$ cat config.mk
export PLATFORM = sky130hd
export DESIGN_NAME = cc_src_ctrl
export DESIGN_NICKNAME = d
export VERILOG_FILES = /design/src/hdl/cc_src_pkg.sv /design/src/hdl/cc_adv_decode.sv /design/src/hdl/cc_src_ctrl.sv /design/src/hdl/cc_sync_filter.sv
export SDC_FILE = /design/constraint.sdc
export NUM_CORES = 1
export LEC_CHECK = 0
export BUFFER_PORTS_ARGS = -buffer_cell sky130_fd_sc_hd__buf_2
export CAP_MARGIN = 20
export CORE_MARGIN = 4
export CORE_UTILIZATION = 57
export CTS_CLUSTER_SIZE = 10
export DETAILED_ROUTE_END_ITERATION = 10
export PLACE_DENSITY = 0.86
export SETUP_SLACK_MARGIN = 0.4
export SLEW_MARGIN = 20
export SYNTH_ARGS = -nofsm -noshare
export SYNTH_HDL_FRONTEND = slang
export SYNTH_HIERARCHICAL = 1
export SYNTH_SLANG_ARGS = --single-unit
$ cat constraint.sdc
create_clock -name pclk -period 5.8 [get_ports pclk]
set_input_delay 0.58 -clock pclk [delete_from_list [all_inputs] [get_ports pclk]]
set_output_delay 0.58 -clock pclk [all_outputs]
set_load 0.1 [all_outputs]
$ cat src/hdl/cc_src_pkg.sv
// constants, types and register map of the type-c source cc controller
package cc_src_pkg;

    // clock and timing
    localparam int          CLK_MHZ                 = 250;
    localparam int          ATTACH_DEBOUNCE_TIME_MS = 168;
    localparam int          VBUS_DEBOUNCE_TIME_MS   = 2;
    localparam int          ATTACH_DEBOUNCE_CYCLES  = ATTACH_DEBOUNCE_TIME_MS * 1000 * CLK_MHZ;
    localparam int          VBUS_DEBOUNCE_CYCLES    = VBUS_DEBOUNCE_TIME_MS * 1000 * CLK_MHZ;

    // pull-up source currents in microamperes
    localparam logic [8:0]  PULLUP_UA_DEFAULT = 9'd80;
    localparam logic [8:0]  PULLUP_UA_MEDIUM  = 9'd180;
    localparam logic [8:0]  PULLUP_UA_HIGH    = 9'd330;

    // register byte offsets
    localparam logic [11:0] CTRL_OFFSET   = 12'h000;
    localparam logic [11:0] STATUS_OFFSET = 12'h004;
    localparam logic [11:0] IRQ_OFFSET    = 12'h008;
    localparam logic [11:0] MASK_OFFSET   = 12'h00c;

    // ctrl fields
    localparam int          CTRL_ENABLE_BIT   = 0;
    localparam logic [31:0] CTRL_RESET_VALUE  = 32'h0000_0001;
    localparam logic [3:0]  IRQ_RESET_VALUE   = 4'h0;
    localparam logic [3:0]  MASK_RESET_VALUE  = 4'h0;

    // interrupt event bit positions
    localparam int          EV_ATTACH = 0;
    localparam int          EV_DETACH = 1;
    localparam int          EV_VBUS   = 2;
    localparam int          EV_ADV    = 3;

    // three-valued current advertisement
    typedef enum logic [1:0]
    {
        ADV_DEFAULT,
        ADV_MEDIUM,
        ADV_HIGH
    } adv_level_t;

    // connection states
    typedef enum logic [1:0]
    {
        ST_UNATTACHED,
        ST_ATTACH_WAIT,
        ST_ATTACHED
    } cc_state_t;

    // sink-pull-down detection on the two cc wires
    typedef struct packed
    {
        logic cc1;
        logic cc2;
    } cc_pair_t;

    // pull-up drive applied to the cc wires
    typedef struct packed
    {
        logic       enable;
        adv_level_t level;
        logic [8:0] current_ua;
    } pullup_t;

endpackage

$ cat src/hdl/cc_adv_decode.sv
// decode of the three-level current-advertisement input into a pull-up choice
`timescale 1ns/1ps
module cc_adv_decode
(
    // clock and reset
    input  wire logic                pclk,
    input  wire logic                presetn,
    // synchronised level comparator outputs
    input  wire logic                adv_above_low,
    input  wire logic                adv_above_mid,
    input  wire logic                enable,
    output cc_src_pkg::pullup_t      pullup_sel
);
    import cc_src_pkg::*;

    // registered so the pull-up never glitches between comparator edges
    always_ff @(posedge pclk or negedge presetn)
    begin
        if (!presetn)
            pullup_sel <= '{enable: 1'b0, level: ADV_DEFAULT, current_ua: PULLUP_UA_DEFAULT};
        else
        begin
            pullup_sel.enable <= enable;
            if (adv_above_mid)
            begin
                pullup_sel.level      <= ADV_HIGH;
                pullup_sel.current_ua <= PULLUP_UA_HIGH;
            end
            else if (adv_above_low)
            begin
                pullup_sel.level      <= ADV_MEDIUM;
                pullup_sel.current_ua <= PULLUP_UA_MEDIUM;
            end
            else
            begin
                pullup_sel.level      <= ADV_DEFAULT;
                pullup_sel.current_ua <= PULLUP_UA_DEFAULT;
            end
        end
    end

endmodule

$ cat src/hdl/cc_src_ctrl.sv
// top of the type-c source-only cc controller with apb registers
// Summary of operation
// a sink on the cc wires must persist for the 168 ms debounce before the port counts as attached.
// the vbus sense input is debounced for 2 ms before its new level is acted upon.
// as a source only, pull-ups are applied to both cc wires with strength set by the advertisement input.
// a low advertisement input advertises default usb current (500 mA or 900 mA).
// a mid input advertises 1.5 A and a high input advertises 3 A.
// with vbus sensed low and a sink seen on either wire, vbus is safe and the attach indicator goes low.
// with the vbus sense left open the system must itself make sure vbus is at safe zero first.
// the open-drain orientation output is driven low for cc1 and released high for cc2.
// two modes exist: unattached (unattached and attach-wait states) and active (attached state).
// after reset the controller is unattached and watches the cc wires until an attach is confirmed.
// in active mode attachment is shown on the attach indicator, and removal leaves active mode.
// all inputs and outputs stay working while unattached.
// the system provides its own vbus discharge since none is done here.
// pull-up current is 80, 180 or 330 microamperes for default, medium and high.
// on detach the state returns to unattached, the indicator is released and monitoring restarts.
// the advertisement input is decoded into three levels applied to both cc wires together.
`timescale 1ns/1ps
module cc_src_ctrl
    import cc_src_pkg::*;
#(
    parameter int           ATTACH_CYCLES = ATTACH_DEBOUNCE_CYCLES,
    parameter int           VBUS_CYCLES   = VBUS_DEBOUNCE_CYCLES
)
(
    // apb clock and reset
    input  wire logic              pclk,
    input  wire logic              presetn,
    // apb slave
    input  wire logic              psel,
    input  wire logic              penable,
    input  wire logic              pwrite,
    input  wire logic [11:0]       paddr,
    input  wire logic [31:0]       pwdata,
    input  wire logic [3:0]        pstrb,
    output logic      [31:0]       prdata,
    output logic                   pready,
    output logic                   pslverr,
    // cc wire sink detection from the comparators
    input  wire logic              cc1_sink_seen,
    input  wire logic              cc2_sink_seen,
    // advertisement input comparators
    input  wire logic              adv_above_low,
    input  wire logic              adv_above_mid,
    // vbus sense comparator, high above vbus_valid_threshold
    input  wire logic              vbus_sense_in,
    // pull-up drive to both cc wires
    output cc_src_pkg::pullup_t    cc_pullup,
    // open-drain attach indicator and orientation
    output logic                   attach_indicator_n_o,
    output logic                   attach_indicator_n_oe,
    output logic                   orient_o,
    output logic                   orient_oe,
    // mode and interrupt
    output logic                   active_mode,
    output logic                   irq
);

    initial
    begin
        if (ATTACH_CYCLES < 2 || VBUS_CYCLES < 1)
            $error("cc_src_ctrl: debounce counts too small");
    end

    cc_state_t  state;
    cc_pair_t   sink_stable;
    logic       vbus_stable;
    logic       vbus_stable_d;
    logic       enable;
    logic [3:0] irq_status;
    logic [3:0] irq_mask;
    logic [3:0] events;
    logic [1:0] adv_sync;
    adv_level_t adv_prev;
    logic       wr_en;
    logic       rd_en;
    logic       addr_ok;

    // cc detection with two-flop sync, no debounce beyond the attach window
    cc_sync_filter #(.WIDTH(2), .CYCLES(1)) u_cc_sync
    (
        .pclk    (pclk),
        .presetn (presetn),
        .raw     ({cc1_sink_seen, cc2_sink_seen}),
        .synced  (),
        .stable  (sink_stable)
    );

    // vbus sense synced and debounced
    cc_sync_filter #(.WIDTH(1), .CYCLES(VBUS_CYCLES)) u_vbus_sync
    (
        .pclk    (pclk),
        .presetn (presetn),
        .raw     (vbus_sense_in),
        .synced  (),
        .stable  (vbus_stable)
    );

    // advertisement comparators synced before decode
    cc_sync_filter #(.WIDTH(2), .CYCLES(1)) u_adv_sync
    (
        .pclk    (pclk),
        .presetn (presetn),
        .raw     ({adv_above_mid, adv_above_low}),
        .synced  (adv_sync),
        .stable  ()
    );

    // one pull-up choice drives both wires
    cc_adv_decode u_adv
    (
        .pclk          (pclk),
        .presetn       (presetn),
        .adv_above_low (adv_sync[0]),
        .adv_above_mid (adv_sync[1]),
        .enable        (enable),
        .pullup_sel    (cc_pullup)
    );

    logic                    sink_any;
    logic [$clog2(ATTACH_CYCLES+1)-1:0] attach_count;
    localparam int ACW = $clog2(ATTACH_CYCLES + 1);

    assign sink_any = sink_stable.cc1 | sink_stable.cc2;

    // connection state machine
    always_ff @(posedge pclk or negedge presetn)
    begin
        if (!presetn)
        begin
            state        <= ST_UNATTACHED;
            attach_count <= '0;
        end
        else if (!enable)
        begin
            state        <= ST_UNATTACHED;
            attach_count <= '0;
        end
        else
        begin
            unique case (state)
                ST_UNATTACHED:
                begin
                    attach_count <= '0;
                    if (sink_any)
                        state <= ST_ATTACH_WAIT;
                end
                ST_ATTACH_WAIT:
                begin
                    // sink must hold for the full window with vbus safe
                    if (!sink_any)
                    begin
                        state        <= ST_UNATTACHED;
                        attach_count <= '0;
                    end
                    else if (attach_count == ACW'(ATTACH_CYCLES - 2))
                    begin
                        if (!vbus_stable)
                            state <= ST_ATTACHED;
                    end
                    else
                        attach_count <= attach_count + ACW'(1);
                end
                ST_ATTACHED:
                begin
                    attach_count <= '0;
                    if (!sink_any)
                        state <= ST_UNATTACHED;
                end
            endcase
        end
    end

    // open-drain outputs, registered from state and from the cc sink detection
    always_ff @(posedge pclk or negedge presetn)
    begin
        if (!presetn)
        begin
            attach_indicator_n_o  <= 1'b0;
            attach_indicator_n_oe <= 1'b0;
            orient_o              <= 1'b0;
            orient_oe             <= 1'b0;
            active_mode           <= 1'b0;
        end
        else
        begin
            attach_indicator_n_o  <= 1'b0;
            attach_indicator_n_oe <= (state == ST_ATTACHED);
            orient_o              <= 1'b0;
            // cc1 pulls low, cc2 releases to the external pull-up
            if (sink_stable.cc1)
                orient_oe <= 1'b1;
            else if (sink_stable.cc2)
                orient_oe <= 1'b0;
            active_mode           <= (state == ST_ATTACHED);
        end
    end

    // event detection
    always_ff @(posedge pclk or negedge presetn)
    begin
        if (!presetn)
        begin
            vbus_stable_d <= 1'b0;
            adv_prev      <= ADV_DEFAULT;
        end
        else
        begin
            vbus_stable_d <= vbus_stable;
            adv_prev      <= cc_pullup.level;
        end
    end

    assign events[EV_ATTACH] = (state == ST_ATTACH_WAIT) && sink_any && !vbus_stable
                               && enable && (attach_count == ACW'(ATTACH_CYCLES - 2));
    assign events[EV_DETACH] = (state == ST_ATTACHED) && !sink_any && enable;
    assign events[EV_VBUS]   = vbus_stable ^ vbus_stable_d;
    assign events[EV_ADV]    = cc_pullup.level != adv_prev;

    // apb decode: zero wait states
    assign wr_en   = psel && penable && pwrite;
    assign rd_en   = psel && !penable && !pwrite;
    assign addr_ok = (paddr == CTRL_OFFSET) || (paddr == STATUS_OFFSET)
                     || (paddr == IRQ_OFFSET) || (paddr == MASK_OFFSET);

    // control register
    always_ff @(posedge pclk or negedge presetn)
    begin
        if (!presetn)
            enable <= CTRL_RESET_VALUE[CTRL_ENABLE_BIT];
        else if (wr_en && paddr == CTRL_OFFSET && pstrb[0])
            enable <= pwdata[CTRL_ENABLE_BIT];
    end

    // sticky status, set wins over write-one clear
    always_ff @(posedge pclk or negedge presetn)
    begin
        if (!presetn)
            irq_status <= IRQ_RESET_VALUE;
        else if (wr_en && paddr == IRQ_OFFSET && pstrb[0])
            irq_status <= (irq_status & ~pwdata[3:0]) | events;
        else
            irq_status <= irq_status | events;
    end

    // mask register
    always_ff @(posedge pclk or negedge presetn)
    begin
        if (!presetn)
            irq_mask <= MASK_RESET_VALUE;
        else if (wr_en && paddr == MASK_OFFSET && pstrb[0])
            irq_mask <= pwdata[3:0];
    end

    // interrupt level from unmasked status
    always_ff @(posedge pclk or negedge presetn)
    begin
        if (!presetn)
            irq <= 1'b0;
        else
            irq <= |(irq_status & irq_mask);
    end

    // read data captured in setup so it is valid during access
    always_ff @(posedge pclk or negedge presetn)
    begin
        if (!presetn)
        begin
            prdata  <= 32'h0000_0000;
            pready  <= 1'b0;
            pslverr <= 1'b0;
        end
        else
        begin
            pready  <= psel && !penable;
            pslverr <= psel && !penable && !addr_ok;
            if (rd_en)
            begin
                unique case (paddr)
                    CTRL_OFFSET:   prdata <= {31'h0, enable};
                    STATUS_OFFSET: prdata <= {24'h0, 2'h0, cc_pullup.level, vbus_stable,
                                              sink_stable.cc2, sink_stable.cc1, state == ST_ATTACHED};
                    IRQ_OFFSET:    prdata <= {28'h0, irq_status};
                    MASK_OFFSET:   prdata <= {28'h0, irq_mask};
                    default:       prdata <= 32'h0000_0000;
                endcase
            end
        end
    end

    // assertions
    chk_attach_needs_wait: assert property (@(posedge pclk) disable iff (!presetn)
        (state == ST_UNATTACHED) ##1 (state != ST_UNATTACHED) |-> state == ST_ATTACH_WAIT)
        else $error("attach skipped the wait state");
    chk_attach_window: assert property (@(posedge pclk) disable iff (!presetn)
        $rose(state == ST_ATTACHED) |-> $past(attach_count) == ACW'(ATTACH_CYCLES - 2))
        else $error("attached before the debounce window ran out");
    chk_indicator_follows: assert property (@(posedge pclk) disable iff (!presetn)
        $rose(state == ST_ATTACHED) |=> attach_indicator_n_oe && !attach_indicator_n_o)
        else $error("indicator not driven low on attach");
    chk_detach_release: assert property (@(posedge pclk) disable iff (!presetn)
        (state == ST_ATTACHED && !sink_any && enable) |=> state == ST_UNATTACHED ##1
        !attach_indicator_n_oe)
        else $error("detach did not release indicator");
    chk_orient_cc1: assert property (@(posedge pclk) disable iff (!presetn)
        sink_stable.cc1 |=> orient_oe && !orient_o)
        else $error("orientation not low for cc1");
    chk_orient_cc2: assert property (@(posedge pclk) disable iff (!presetn)
        (sink_stable.cc2 && !sink_stable.cc1) |=> !orient_oe)
        else $error("orientation not released for cc2");
    chk_vbus_blocks: assert property (@(posedge pclk) disable iff (!presetn)
        (state == ST_ATTACH_WAIT && vbus_stable) |=> state != ST_ATTACHED)
        else $error("attached with vbus present");
    chk_mode_mirror: assert property (@(posedge pclk) disable iff (!presetn)
        ##1 active_mode == $past(state == ST_ATTACHED))
        else $error("mode output disagrees with state");
    chk_pullup_current: assert property (@(posedge pclk) disable iff (!presetn)
        cc_pullup.level == ADV_HIGH |-> cc_pullup.current_ua == PULLUP_UA_HIGH)
        else $error("high advertisement with wrong current");
    chk_adv_default: assert property (@(posedge pclk) disable iff (!presetn)
        (adv_sync == 2'b00) |=> cc_pullup.level == ADV_DEFAULT
        && cc_pullup.current_ua == PULLUP_UA_DEFAULT)
        else $error("open or low advertisement not decoded as default");
    chk_adv_medium: assert property (@(posedge pclk) disable iff (!presetn)
        (adv_sync == 2'b01) |=> cc_pullup.level == ADV_MEDIUM
        && cc_pullup.current_ua == PULLUP_UA_MEDIUM)
        else $error("mid advertisement not decoded as medium");
    chk_adv_high: assert property (@(posedge pclk) disable iff (!presetn)
        adv_sync[1] |=> cc_pullup.level == ADV_HIGH)
        else $error("high advertisement not decoded");
    chk_irq_level: assert property (@(posedge pclk) disable iff (!presetn)
        |(irq_status & irq_mask) |=> irq)
        else $error("interrupt not raised");

    cov_attach: cover property (@(posedge pclk) disable iff (!presetn) $rose(active_mode));
    cov_detach: cover property (@(posedge pclk) disable iff (!presetn) $fell(active_mode));
    cov_abort:  cover property (@(posedge pclk) disable iff (!presetn)
        state == ST_ATTACH_WAIT ##1 state == ST_UNATTACHED);
    cov_high:   cover property (@(posedge pclk) disable iff (!presetn) cc_pullup.level == ADV_HIGH);

endmodule

$ cat src/hdl/cc_sync_filter.sv
// two-flop synchroniser followed by a stability debounce counter
`timescale 1ns/1ps
module cc_sync_filter
#(
    parameter int           WIDTH  = 1,
    parameter int           CYCLES = 500
)
(
    // clock and reset
    input  wire logic             pclk,
    input  wire logic             presetn,
    // raw asynchronous input and results
    input  wire logic [WIDTH-1:0] raw,
    output logic      [WIDTH-1:0] synced,
    output logic      [WIDTH-1:0] stable
);

    localparam int CW = $clog2(CYCLES + 1);

    initial
    begin
        if (CYCLES < 1 || WIDTH < 1)
            $error("cc_sync_filter: CYCLES and WIDTH must be at least 1");
    end

    logic [WIDTH-1:0] meta;
    logic [CW-1:0]    count;

    // first flop is read only by the second
    always_ff @(posedge pclk or negedge presetn)
    begin
        if (!presetn)
        begin
            meta   <= '0;
            synced <= '0;
        end
        else
        begin
            meta   <= raw;
            synced <= meta;
        end
    end

    // a return to the stable value restarts the stability window; a change to another new value does not
    always_ff @(posedge pclk or negedge presetn)
    begin
        if (!presetn)
        begin
            count  <= '0;
            stable <= '0;
        end
        else if (synced == stable)
            count <= '0;
        else if (count == CW'(CYCLES - 1))
        begin
            count  <= '0;
            stable <= synced;
        end
        else
            count <= count + CW'(1);
    end

endmodule

==> results.yml <==
worst_setup_path:
  critPathMaxFanout: 10
  cp-start-kind: "register"
  end_kind: "register"
  critical_path_class: "reg -> reg"
  slowest_stage: "or4b_1"
  cp.required_ps: 6080
  crit_arrival_ps: 2500
  crit_chain: "or4b_1, or4_4, nor3_4, nor2_2, nor2_1"
  max_stage_delay_ps: 530
floorplanning:
  dieArea_mm2: 0.00906
  start_util_pct: 59.1
  ios: 110
  row_count: 31
  die_y_um: 95.2
  core-area_mm2: 0.00733
  die_w_um: 95.2
drt:
  drt_iter0_markers: 265
  drc: 0
  dr.pass1.iters: 4
  route.detailed.wl_per_inst_um: 14.7
  dr_total_vias: 3130
  wirelength_um: 8270
  ant_nets: 0
  viasPerCell: 5.57
clock_network:
  hold_buffers: 0
  clock-root-buffer: "clkbuf_8"
  cts_setup_buffers: 0
  cts_buffers: 9
  clockBufferDepth: 2
  cts_sinks: 88
  cts.repair.resized: 0
  cts_tree: "built"
  ctsHtreeMaxLevel: 3
  path_clk_slew_ps: 90
  clkLatencyLatePin_ps: 340
sta:
  finalSetupTns_ps: 0
  max_freq_mhz: 450
  finalHoldViolCount: 0
  slew_headroom_pct: 39.5
  fin_ws_ps: 3580
  clock_skew_ps: 5.44
  whs_ps: 265
  final.period_utilization_pct: 38.3
  setup_violations: 0
  slew_viol_final: 0
  period_needed_ps: 2220
  worstMarginPinSlew_ps: 904
  rsz0062_at_grt: "no"
global_routing:
  track_usage_pct: 19.5
  grt_pass1_vias: 3063
  grt_pass1_wl_um: 14000
  antenna_found_initial: 0
  grt_max_degree: 89
  grt_overflow: 0
cells_and_area:
  drive_above_1_share_pct: 19.0
  area_growth_pct: 9.42
  diodes: 0
  fin_util_pct: 64.6
  nNetsFinal: 522
synth:
  syn_area_per_cell_um2: 10.4
  syn_inst: 418
  yosysWarnings: 6
  syn_area_mm2: 0.00433
power:
  powerDensity_mw_per_mm2: 275
  vdd_drop_max_uv: 136
  power.leakage_nw: 2.08
  power_mw: 1.30
worst_hold_path:
  min_path_type: "in -> async"
placed_design:
  port-buffer-count: 49
  dp_hpwl_um: 5740
  place_congestion: 0.893
  dp_slack_ps: 3610
flow_run:
  max_cap_viol_count: 0
run_status:
  status: "finished clean"
[state kept, by name, summed over array words and instances, names as in the netlist, 2 cells and up]
name               flops
attach_count          26
u_vbus_sync/count     19
prdata                 6
u_adv/pullup_sel       5
irq_mask               4
irq_status             4
adv_prev               2
state                  2
u_adv_sync/meta        2
u_adv_sync/synced      2
u_cc_sync/meta         2
u_cc_sync/stable       2
u_cc_sync/synced       2
[layer usage]
| layer | GRT usage (%) | wire [um] |
|---|---|---|
| met2 | 31.1 | 3920 |
| met4 | 8.89 | 156 |
| met1 | 26.1 | 3580 |
| met5 | 0 | 0 |
| met3 | 3.16 | 619 |
[metrics by stage]
stage,instances,cell area [um^2]
global route,562,4740
floorplan,445,4430
CTS,562,4730
detailed placement,546,4490
finish,562,4740
global placement,546,4490
[worst max-delay path: cells and delay by family (launching register included)]
| family | cells | cell delay (ps) |
|---|---|---|
| and+or+nand+nor | 5 | 1730 |
| DFF | 1 | 440 |
[area by class of cell]
class / count / area, um^2
inverters: 12 / 45.0
clock buffers: 9 / 124
flip-flops and latches: 88 / 2210
multi-input cells: 298 / 1860
repair buffers: 49 / 251
clock inverters: 7 / 124
fillers: 541 / 2590
well taps: 99 / 124
[report_power, final]
part           internal [mW]  total (mW)  leakage [nW]  switching (mW)
Combinational         0.0186       0.164         0.800           0.145
Clock                  0.291       0.510         0.121           0.219
Sequential             0.623       0.630          1.16         0.00725
Total                  0.932        1.30          2.08           0.371
[layout by cell type, fill, tap and decap left out, types with 2 or more instances in the layout]
master,instances
a21oi_1,5
a22oi_1,5
a31oi_1,5
and2_1,3
and3_1,2
and4_1,4
buf_2,48
bufinv_16,3
clkbuf_8,9
conb_1,29
dfrtp_1,85
dfstp_2,3
ha_1,6
inv_1,12
inv_6,3
mux2_2,9
mux2i_1,2
nand2_1,31
nand2b_1,6
nand3_1,23
nand4_1,17
nor2_1,41
nor2_2,2
nor2b_1,6
nor3_1,6
nor4_1,9
nor4b_1,2
o211ai_1,3
o21ai_0,14
o31ai_1,9
or3_1,6
or4_4,2
xnor2_1,20
xor2_1,14
[final timing paths]
kind | startpoint | end | slack (ps) | depth (start not counted)
min | presetn | adv_prev[0]$_DFF_PN0_ | 270 | 1
min in group pclk | vbus_sense_in | u_vbus_sync/meta$_DFF_PN0_ | 340 | 1
max reg2reg | attach_count[8]$_DFFE_PN0P_ | attach_count[15]$_DFFE_PN0P_ | 3580 | 5
max | attach_count[8]$_DFFE_PN0P_ | attach_count[15]$_DFFE_PN0P_ | 3580 | 5
max in group asynchronous | presetn | u_cc_sync/stable[1]$_DFFE_PN0P_ | 5000 | 1
min reg2reg | u_cc_sync/meta[0]$_DFF_PN0_ | u_cc_sync/synced[0]$_DFF_PN0_ | 350 | 0
Note: power is estimated with default switching activity, not from simulation.
